## config.mk

```make
export PLATFORM = sky130hd
export DESIGN_NAME = aio_chan_ctrl
export DESIGN_NICKNAME = d
export VERILOG_FILES = /design/src/rtl/aio_pkg.sv /design/src/rtl/aio_slot_timer.sv /design/src/rtl/aio_chan_decode.sv /design/src/rtl/aio_chan_ctrl.sv
export SDC_FILE = /design/constraint.sdc
export NUM_CORES = 1
export LEC_CHECK = 0
export ABC_AREA = 1
export BUFFER_PORTS_ARGS = -buffer_cell sky130_fd_sc_hd__buf_4
export CORE_MARGIN = 2
export CORE_UTILIZATION = 45
export CTS_BUF_LIST = sky130_fd_sc_hd__clkbuf_16
export CTS_CLUSTER_DIAMETER = 60
export DETAILED_ROUTE_END_ITERATION = 8
export PLACE_DENSITY = 0.6
export SLEW_MARGIN = 20
export SYNTH_ARGS = -nofsm -noshare
export SYNTH_HDL_FRONTEND = slang
export SYNTH_SLANG_ARGS = --single-unit
export TNS_END_PERCENT = 30
```

## constraint.sdc

```tcl
create_clock -name CLK_SYS -period 4 [get_ports CLK_SYS]
set_clock_uncertainty 0.05 [all_clocks]
set_input_delay 0.8 -clock CLK_SYS [delete_from_list [all_inputs] [get_ports CLK_SYS]]
set_output_delay 0.8 -clock CLK_SYS [all_outputs]
set_load 0.005 [all_outputs]
```

## src/rtl/aio_pkg.sv

```systemverilog
// Shared constants for the analog I/O channel control block.
// Assumes a 50 MHz system clock and a 16-bit host register port.
package aio_pkg;

  // ----------------------------------------------------------------
  // Channel and word geometry
  // ----------------------------------------------------------------
  localparam int CHANNELS = 16;  // Analog output and input channel count.
  localparam int SEL_W = 4;  // Width of the input channel select field.
  localparam int CODE_W = 12;  // Converter code width, right-justified.
  localparam int WORD_W = 16;  // Host data word width.
  localparam int ADDR_W = 8;  // Host byte address width.

  // ----------------------------------------------------------------
  // Register offsets (byte addresses, 16-bit words)
  // ----------------------------------------------------------------
  localparam logic [ADDR_W-1:0] OFF_CTRL = 8'h02;  // Control word.
  localparam logic [ADDR_W-1:0] OFF_CONV_DATA = 8'h04;  // Converter data word.
  localparam logic [ADDR_W-1:0] OFF_OUT_BASE = 8'h20;  // First output channel code.
  localparam logic [ADDR_W-1:0] OFF_OUT_END = 8'h40;  // One past the last output word.

  // ----------------------------------------------------------------
  // Control word fields
  // ----------------------------------------------------------------
  localparam int CTRL_SEL_LSB = 0;  // Input select occupies bits 3..0.
  localparam int CTRL_ONLINE_BIT = 11;  // Outputs connected to the rear connector.
  localparam int CTRL_FAST_BIT = 12;  // Fast refresh period.
  localparam logic [WORD_W-1:0] CTRL_RESET = 16'h0000;  // Offline, slow, channel 0.
  localparam logic [CODE_W-1:0] CODE_RESET = 12'h000;  // Output code after reset.

  // ----------------------------------------------------------------
  // Timing
  // ----------------------------------------------------------------
  localparam longint CLK_PERIOD_NS = 20;  // System clock period.
  localparam longint REFRESH_SLOW_NS = 1_700_000;  // Default full refresh period, 1.7 ms.
  localparam longint REFRESH_FAST_NS = 400_000;  // Fast full refresh period, 0.4 ms.
  // Slot times round down so a full sweep never exceeds the period.
  localparam int SLOW_SLOT_CYC = int'(REFRESH_SLOW_NS / CLK_PERIOD_NS / CHANNELS);
  localparam int FAST_SLOT_CYC = int'(REFRESH_FAST_NS / CLK_PERIOD_NS / CHANNELS);
  localparam int SLOT_CNT_W = 16;  // Holds either slot count.

endpackage

```

## src/rtl/aio_slot_timer.sv

```systemverilog
// Refresh slot timer: emits a one-cycle tick at the end of each channel slot.
// Assumes the slot lengths are at least two cycles and fit the counter width.
`timescale 1ns/1ps
module aio_slot_timer #(
  parameter int CNT_W = 16,
  parameter logic [15:0] SLOW_CYC = 16'h14c0,
  parameter logic [15:0] FAST_CYC = 16'h04e2
) (
  input wire logic clk,
  input wire logic rst_n,
  input wire logic fast,
  output logic tick
);

  // ----------------------------------------------------------------
  // Slot counter
  // ----------------------------------------------------------------
  logic [CNT_W-1:0] cnt;  // Cycles elapsed in the current slot.
  logic [CNT_W-1:0] next_cnt;
  logic [CNT_W-1:0] limit;  // Last count of the slot for the chosen speed.

  // The period is picked live, so a speed change takes effect in the current slot.
  // Using >= means a switch from slow to fast never strands the counter past the end.
  always_comb begin
    limit = fast ? CNT_W'(FAST_CYC - 16'h0001) : CNT_W'(SLOW_CYC - 16'h0001);
    tick = (cnt >= limit);
    next_cnt = tick ? '0 : CNT_W'(cnt + 1'b1);
  end

  // Register the count.
  always_ff @(posedge clk or negedge rst_n) begin
    if (!rst_n) begin
      cnt <= '0;
    end else begin
      cnt <= next_cnt;
    end
  end

endmodule

```

## src/rtl/aio_chan_decode.sv

```systemverilog
// Channel decoder: turns a binary channel number into a one-hot vector.
// Purely combinational; the caller registers the result.
`timescale 1ns/1ps
module aio_chan_decode #(
  parameter int SEL_W = 4
) (
  input wire logic [SEL_W-1:0] sel,
  output logic [(1<<SEL_W)-1:0] onehot
);

  // ----------------------------------------------------------------
  // Decode
  // ----------------------------------------------------------------
  // The code is the channel number itself: code 0 is channel 00, all ones the last.
  function automatic logic [(1<<SEL_W)-1:0] to_onehot(input logic [SEL_W-1:0] s);
    logic [(1<<SEL_W)-1:0] v;
    v = '0;
    v[s] = 1'b1;
    return v;
  endfunction

  // Exactly one channel line is raised for every code.
  always_comb begin
    onehot = to_onehot(sel);
  end

endmodule

```

## src/rtl/aio_chan_ctrl.sv

```systemverilog
// Channel-side control of a 16-channel analog I/O board: control word,
// output code registers, round-robin converter refresh and output online switch.
// Assumes a host port synchronous to CLK_SYS with one-cycle read and write strobes.
`timescale 1ns/1ps

module aio_chan_ctrl
  import aio_pkg::*;
#(
  parameter int SLOW_SLOT = aio_pkg::SLOW_SLOT_CYC,
  parameter int FAST_SLOT = aio_pkg::FAST_SLOT_CYC
) (
  input wire logic CLK_SYS,
  input wire logic RSTN,
  input wire logic [aio_pkg::ADDR_W-1:0] ADDR,
  input wire logic WR_STB,
  input wire logic RD_STB,
  input wire logic [aio_pkg::WORD_W-1:0] WDATA,
  output logic [aio_pkg::WORD_W-1:0] RDATA,
  output logic RD_ACK,
  output logic [aio_pkg::SEL_W-1:0] IN_CHAN_SEL,
  output logic [aio_pkg::CHANNELS-1:0] IN_CHAN_ONEHOT,
  output logic [aio_pkg::CODE_W-1:0] DAC_CODE,
  output logic [aio_pkg::SEL_W-1:0] DAC_CHAN,
  output logic DAC_LOAD,
  output logic FAST_REFRESH,
  output logic REAR_IO_CONNECT,
  output logic SELFTEST_TAP_EN
);
  import aio_pkg::*;

  // ----------------------------------------------------------------
  // Address decoding helpers
  // ----------------------------------------------------------------
  // True for an even byte address inside the output code window.
  function automatic logic is_out_addr(input logic [ADDR_W-1:0] a);
    return (a >= OFF_OUT_BASE) && (a < OFF_OUT_END) && !a[0];
  endfunction

  // Channel number of an output code word, one word per channel.
  function automatic logic [SEL_W-1:0] out_index(input logic [ADDR_W-1:0] a);
    logic [ADDR_W-1:0] d;
    d = ADDR_W'(a - OFF_OUT_BASE);
    return d[SEL_W:1];
  endfunction

  // ----------------------------------------------------------------
  // Control word
  // ----------------------------------------------------------------
  logic [SEL_W-1:0] sel;  // Input channel select.
  logic [SEL_W-1:0] next_sel;
  logic fast;  // Fast refresh selected.
  logic next_fast;
  logic online;  // Outputs connected to the rear connector.
  logic next_online;
  logic [CHANNELS-1:0] sel_onehot;  // Decoded next select.
  logic ctrl_wr;  // Host writes the control word this cycle.

  // Only bits 3..0 of the word reach the select; bits 11 and 12 go to their own fields.
  always_comb begin
    ctrl_wr = WR_STB && (ADDR == OFF_CTRL);
    next_sel = sel;
    next_fast = fast;
    next_online = online;
    if (ctrl_wr) begin
      next_sel = WDATA[CTRL_SEL_LSB +: SEL_W];
      next_fast = WDATA[CTRL_FAST_BIT];
      next_online = WDATA[CTRL_ONLINE_BIT];
    end
  end

  // Decode the select straight to a channel line.
  aio_chan_decode #(
    .SEL_W(SEL_W)
  ) u_decode (
    .sel(next_sel),
    .onehot(sel_onehot)
  );

  // Register the control fields; outputs mirror them directly.
  always_ff @(posedge CLK_SYS or negedge RSTN) begin
    if (!RSTN) begin
      sel <= CTRL_RESET[CTRL_SEL_LSB +: SEL_W];
      fast <= CTRL_RESET[CTRL_FAST_BIT];
      online <= CTRL_RESET[CTRL_ONLINE_BIT];
      IN_CHAN_ONEHOT <= CHANNELS'(1);
    end else begin
      sel <= next_sel;
      fast <= next_fast;
      online <= next_online;
      IN_CHAN_ONEHOT <= sel_onehot;
    end
  end

  assign IN_CHAN_SEL = sel;
  assign FAST_REFRESH = fast;
  // The rear connector switch follows the online bit alone.
  assign REAR_IO_CONNECT = online;
  // Buffers stay tapped for the self-test path whatever the online state,
  // so loopback checks work with the connector isolated.
  assign SELFTEST_TAP_EN = 1'b1;

  // ----------------------------------------------------------------
  // Output code registers
  // ----------------------------------------------------------------
  logic [CODE_W-1:0] out_code [CHANNELS];  // One stored code per output.
  logic [CODE_W-1:0] next_out_code [CHANNELS];

  // A write keeps only the low twelve bits; bits 15..12 are never stored.
  always_comb begin
    for (int i = 0; i < CHANNELS; i++) begin
      next_out_code[i] = out_code[i];
    end
    if (WR_STB && is_out_addr(ADDR)) begin
      next_out_code[out_index(ADDR)] = WDATA[CODE_W-1:0];
    end
  end

  // Register the code array.
  always_ff @(posedge CLK_SYS or negedge RSTN) begin
    if (!RSTN) begin
      for (int i = 0; i < CHANNELS; i++) begin
        out_code[i] <= CODE_RESET;
      end
    end else begin
      for (int i = 0; i < CHANNELS; i++) begin
        out_code[i] <= next_out_code[i];
      end
    end
  end

  // ----------------------------------------------------------------
  // Host read port
  // ----------------------------------------------------------------
  logic [WORD_W-1:0] next_rdata;

  // Reads answer one cycle later; unmapped addresses read as zero.
  always_comb begin
    next_rdata = '0;
    if (!RD_STB) begin
      next_rdata = '0;
    end else if (ADDR == OFF_CTRL) begin
      next_rdata[CTRL_SEL_LSB +: SEL_W] = sel;
      next_rdata[CTRL_FAST_BIT] = fast;
      next_rdata[CTRL_ONLINE_BIT] = online;
    end else if (ADDR == OFF_CONV_DATA) begin
      next_rdata = WORD_W'(DAC_CODE);
    end else if (is_out_addr(ADDR)) begin
      next_rdata = WORD_W'(out_code[out_index(ADDR)]);
    end
  end

  // Register read data and acknowledge.
  always_ff @(posedge CLK_SYS or negedge RSTN) begin
    if (!RSTN) begin
      RDATA <= '0;
      RD_ACK <= 1'b0;
    end else begin
      RDATA <= next_rdata;
      RD_ACK <= RD_STB;
    end
  end

  // ----------------------------------------------------------------
  // Refresh sequencer
  // ----------------------------------------------------------------
  logic slot_tick;  // End of one channel slot.
  logic [SEL_W-1:0] scan;  // Channel refreshed at the next tick.
  logic [SEL_W-1:0] next_scan;
  logic [CODE_W-1:0] next_dac_code;
  logic [SEL_W-1:0] next_dac_chan;

  // Sixteen slots make one sweep, so a sweep fits inside the chosen period.
  aio_slot_timer #(
    .CNT_W(SLOT_CNT_W),
    .SLOW_CYC(16'(SLOW_SLOT)),
    .FAST_CYC(16'(FAST_SLOT))
  ) u_timer (
    .clk(CLK_SYS),
    .rst_n(RSTN),
    .fast(fast),
    .tick(slot_tick)
  );

  // Each tick sends the stored code of the scanned channel and moves on by one.
  // Codes are sent unaltered; straight or offset binary is the converter range's
  // business, so mid-scale 12'h800 is zero volts on a bipolar range.
  always_comb begin
    next_scan = scan;
    next_dac_code = DAC_CODE;
    next_dac_chan = DAC_CHAN;
    if (slot_tick) begin
      next_dac_code = out_code[scan];
      next_dac_chan = scan;
      next_scan = SEL_W'(scan + 1'b1);
    end
  end

  // Register the sequencer and converter outputs.
  always_ff @(posedge CLK_SYS or negedge RSTN) begin
    if (!RSTN) begin
      scan <= '0;
      DAC_CODE <= CODE_RESET;
      DAC_CHAN <= '0;
      DAC_LOAD <= 1'b0;
    end else begin
      scan <= next_scan;
      DAC_CODE <= next_dac_code;
      DAC_CHAN <= next_dac_chan;
      DAC_LOAD <= slot_tick;
    end
  end

  // ----------------------------------------------------------------
  // Checks
  // ----------------------------------------------------------------
  int unsigned gap;  // Cycles since the last converter load.
  logic seen_load;  // At least one load has happened.
  logic speed_held;  // Speed unchanged since the last load.
  logic [SEL_W-1:0] last_chan;  // Channel of the previous load.

  // Helper state watched only by the checks below.
  always_ff @(posedge CLK_SYS or negedge RSTN) begin
    if (!RSTN) begin
      gap <= 0;
      seen_load <= 1'b0;
      speed_held <= 1'b1;
      last_chan <= '1;
    end else begin
      gap <= DAC_LOAD ? 0 : gap + 1;
      seen_load <= seen_load | DAC_LOAD;
      speed_held <= DAC_LOAD ? 1'b1 : (speed_held && (next_fast == fast));
      last_chan <= DAC_LOAD ? DAC_CHAN : last_chan;
    end
  end

  chk_sel_write: assert property (@(posedge CLK_SYS) disable iff (!RSTN)
    ctrl_wr |=> (IN_CHAN_SEL == $past(WDATA[3:0])))
    else $error("input select did not take the low four bits");

  chk_onehot_map: assert property (@(posedge CLK_SYS) disable iff (!RSTN)
    ##1 (IN_CHAN_ONEHOT == (CHANNELS'(1) << IN_CHAN_SEL)))
    else $error("channel line does not match select code");

  chk_code_readback: assert property (@(posedge CLK_SYS) disable iff (!RSTN)
    (WR_STB && is_out_addr(ADDR)) ##1 (RD_STB && !WR_STB && (ADDR == $past(ADDR)))
    |=> (RDATA == {4'h0, $past(WDATA[11:0], 2)}))
    else $error("output register read back differs from write");

  chk_top_bits: assert property (@(posedge CLK_SYS) disable iff (!RSTN)
    RD_ACK && is_out_addr($past(ADDR)) |-> (RDATA[15:12] == 4'h0))
    else $error("upper bits of an output register were kept");

  chk_slow_slot: assert property (@(posedge CLK_SYS) disable iff (!RSTN)
    (DAC_LOAD && seen_load && speed_held && !$past(fast)) |-> (gap == SLOW_SLOT - 1))
    else $error("slow refresh slot length wrong");

  chk_fast_slot: assert property (@(posedge CLK_SYS) disable iff (!RSTN)
    (DAC_LOAD && seen_load && speed_held && $past(fast)) |-> (gap == FAST_SLOT - 1))
    else $error("fast refresh slot length wrong");

  chk_rr_order: assert property (@(posedge CLK_SYS) disable iff (!RSTN)
    DAC_LOAD |-> (DAC_CHAN == SEL_W'(last_chan + 1'b1)))
    else $error("refresh skipped or repeated a channel");

  // The code sent is the one stored for the channel scanned in the tick cycle.
  chk_code_pass: assert property (@(posedge CLK_SYS) disable iff (!RSTN)
    DAC_LOAD |-> (DAC_CODE == $past(out_code[scan])))
    else $error("converter code differs from stored code");

  chk_online_pin: assert property (@(posedge CLK_SYS) disable iff (!RSTN)
    ctrl_wr |=> (REAR_IO_CONNECT == $past(WDATA[CTRL_ONLINE_BIT])))
    else $error("rear connector switch does not follow online bit");

  chk_tap_offline: assert property (@(posedge CLK_SYS) disable iff (!RSTN)
    !REAR_IO_CONNECT |-> SELFTEST_TAP_EN)
    else $error("self-test tap lost while offline");

  // A stored code keeps the low twelve bits of the written word only.
  chk_code_store: assert property (@(posedge CLK_SYS) disable iff (!RSTN)
    (WR_STB && is_out_addr(ADDR))
    |=> (out_code[out_index($past(ADDR))] == $past(WDATA[11:0])))
    else $error("output register stored the wrong bits");

  // The fast pin follows the control word on the cycle after the write.
  chk_fast_pin: assert property (@(posedge CLK_SYS) disable iff (!RSTN)
    ctrl_wr |=> (FAST_REFRESH == $past(WDATA[CTRL_FAST_BIT])))
    else $error("fast refresh pin does not follow the control word");

  // No slot outlasts the slow slot, so a sweep never overruns its period.
  chk_gap_bound: assert property (@(posedge CLK_SYS) disable iff (!RSTN)
    gap <= SLOW_SLOT)
    else $error("converter load gap exceeds the slow slot");

endmodule

```

==> summary.txt <==
Run status
  – Status: finished, final reports clean

STA
  – Unrepaired setup endpoints after global routing: no
  – Final-report max-slew violation count: 0
  – Achievable Freq: around 0.36 GHz
  – Hold Vio Cnt, Final: 0
  – Slew Limit Headroom: 0.313
  – Final WS setup: 1.24 ns
  – Final setup fails: 0
  – Hold Slack: 0.173 ns
  – Period utilisation layout: 0.689
  – Setup TNS: 0 ns
  – Min Clock Period, post-route: 2.76 ns
  – Worst-Margin Slew: 1.03 ns

Floorplanning
  – Starting density of the core: 0.455
  – Area of the core: 31400 sq um
  – Die X: around 180 microns
  – IO Pins: 85
  – Num rows: 65
  – Die area: 33200 sq um
  – Die H: 182 microns

Synth
  – Post-synth EDFFs: 0
  – Largest cells by area after synthesis: dfrtp_1 46%, nand2_1 18%, o21ai_0 8.0%, nor2_1 5.7%, inv_1 4.8%
  – Yosys reg bits: 265
  – Post-synthesis mux area share: 0
  – Main combinational cell family by area after synthesis: simple AND/OR/NAND/NOR gates
  – Post-synthesis async set-or-reset flop share: 1.00
  – Mapped Area: 14300 sq um
  – Mean post-synth cell area: 7.03 sq um
  – Sequential share of the synthesized area: 0.464
  – Adder-Cell Fraction of Synth Area: 0.00701
  – Dominant synthesized flop cell: dfrtp_1
  – XOR/XNOR Fraction of Synth Area: 0.00613
  – Netlist cell types: 29
  – Cell with the most instances after synthesis: nand2_1
  – Largest area contributor in the netlist: dfrtp_1
  – Synth top area share: 0.462
  – Yosys warns: 0
  – Post-synthesis compound-gate area fraction: 0.135
  – Synth Area in Simple Gates: 0.296
  – Synth top cells by count: 697 x nand2_1, 264 x dfrtp_1, 229 x o21ai_0, 216 x nor2_1, 182 x inv_1
  – Cell count after synthesis: 2032

Placed design
  – PortBufs: 77
  – RD Place Congestion: 0.859
  – Pre-CTS setup slack: 0.779 ns
  – Dpl hpwl: 27900 microns

Critical path
  – CP top delay family: buffers and inverters
  – Top cell by count, worst path: nand2_1
  – Crit-path slowest cell: dfrtp_1
  – Critical Setup Path Class: flip-flop to flip-flop
  – Crit path DAT: 3.14 ns
  – CP Capture Type: flip-flop
  – CP Max Fanout: 24
  – Critical path buffers and inverters: 3
  – WP data required: around 4.4 ns
  – Startpoint types: flip-flop
  – Worst path cell trace: inv_1 > ha_1 > nand2_1 > nor2_1 > a22oi_1 > nand2_1 > nand2_1 > buf_4 > nand2_1 > buf_4 > a21oi_1
  – Crit path largest cell delay: 0.52 ns

Pwr
  – Worst vdd ir: 0.406 mV
  – Power density over cell area: 497 nW/um^2
  – Static leakage: 0.00805 uW

Drt
  – Routed WL: between 40000 and 50000 microns
  – Via count: roughly 13k
  – Drt wl/cell: around 18 microns
  – Initial DRT Pass Iterations: 8
  – Vias per inst: 5.32
  – Post-route ant nets: 0
  – Initial DRC count: 1335
  – DR DRC count: 0

Clock tree
  – Postcts setup bufs: 0
  – Post-CTS Hold Fix Bufs: 0
  – Clk buf depth: 3
  – H-tree Lvls: 2
  – CTS tree: done
  – Root Buffer: clkbuf_16
  – Worst-skew pair later-pin latency: 0.52 ns
  – Clock transition at the registers of the reported paths: approximately 0.050 ns
  – CTS buffer count: 34
  – Post-cts resize count: 0
  – Clock sink count: ~270

Global route
  – Initial antenna violation count: 0
  – Total Routing Usage GR: 0.274
  – Vias in the first global route: 12.4k
  – First-pass GRT wire length: 70500 microns
  – Gr ovfl total: 0
  – Largest net degree at the start of global routing: 93

Hold path
  – Hold WC Path Type: input port to async pin

Finish
  – Layout net count: approximately 2.1k
  – Layout area overhead: 13.4%
  – Inserted Diodes: 0
  – Share of layout cells above drive strength 1: 0.0927

Run
  – Max cap viols: 0
[layer usage]
layer,wire length [microns],GRT usage
met1,19900,0.381
met2,19400,0.424
met3,4000,0.0611
met4,1330,0.0955
met5,0,0
[layout make-up]
class,count,area (sq um)
Tap cell,402,503
Clock inverter,25,156
Timing Repair Buffer,114,901
Clock buffer,37,926
Sequential cell,265,6640
Multi-Input combinational cell,1451,6360
Fill cell,3119,15200
Inverter,191,718
[stage by stage]
| step | util | area, sq um | cells | power [uW] |
|---|---|---|---|---|
| final | 0.516 | 16200 | 2485 | 8050 |
| after global routing | 0.516 | 16200 | 2485 | 8470 |
| after CTS | 0.516 | 16200 | 2485 | 8070 |
| after detailed placement | 0.482 | 15100 | 2423 | 5100 |
| after global placement | 0.482 | 15100 | 2423 | 5080 |
| after floorplan | - | 14300 | 2036 | 4280 |
[path summary, 6_finish.rpt]
kind                              start         endpoint  slack [ns]  cells after the start
min in group CLK_SYS             RD_STB           RD_ACK        0.38                      1
max                        FAST_REFRESH  u_timer.cnt[13]        1.24                     11
max reg2reg                FAST_REFRESH  u_timer.cnt[13]        1.24                     11
min                                RSTN   u_timer.cnt[8]        0.17                      1
min reg2reg                out_code[77]     out_code[77]        0.43                      2
max in group asynchronous          RSTN    out_code[165]        2.83                      2
[worst register-to-register path: cells and delay by family, from the launching register on]
kind,cells,cell delay [ns]
compound gates,2,0.28
fa+ha+maj,1,0.32
buf+inv,3,0.77
flops,1,0.52
simple gates,5,0.76
[cell usage in the layout (no fill, tap or decap), drive strengths merged, types with 7 or more instances in the layout]
cell / n
clkinv: 14
nand3: 111
a21oi: 65
ha: 8
nand2: 712
nor2: 220
xor2: 9
clkbuf: 37
dfrtp: 264
o21ai: 277
o211ai: 27
nor3: 7
inv: 199
buf: 114
[report_power, final]
| group | leakage [uW] | internal, uW | total, uW | switching, uW |
|---|---|---|---|---|
| registers | 0.00361 | 2880 | 3030 | 148 |
| clock network | 0.000554 | 1790 | 2950 | 1160 |
| logic | 0.00389 | 648 | 2080 | 1430 |
| total | 0.00805 | 5310 | 8050 | 2740 |
[flip-flops by register name (all words and copies together), names as in the netlist]
register and count:
scan 4, out_code 192, DAC_CODE 12, u_timer.cnt 16
IN_CHAN_ONEHOT 16, FAST_REFRESH 1, IN_CHAN_SEL 4, RDATA 13
DAC_LOAD 1, REAR_IO_CONNECT 1, RD_ACK 1, DAC_CHAN 4
[kinds of logic after synthesis]
kind of cell,after synthesis
AO/OA/AOI/OAI,370
AND/OR/NAND/NOR,1057
adder cells (fa/ha/maj),8
flip-flops,265
other,2
XOR/XNOR,10
buffers and inverters,320
No activity file was read; power rests on OpenSTA's default activity.
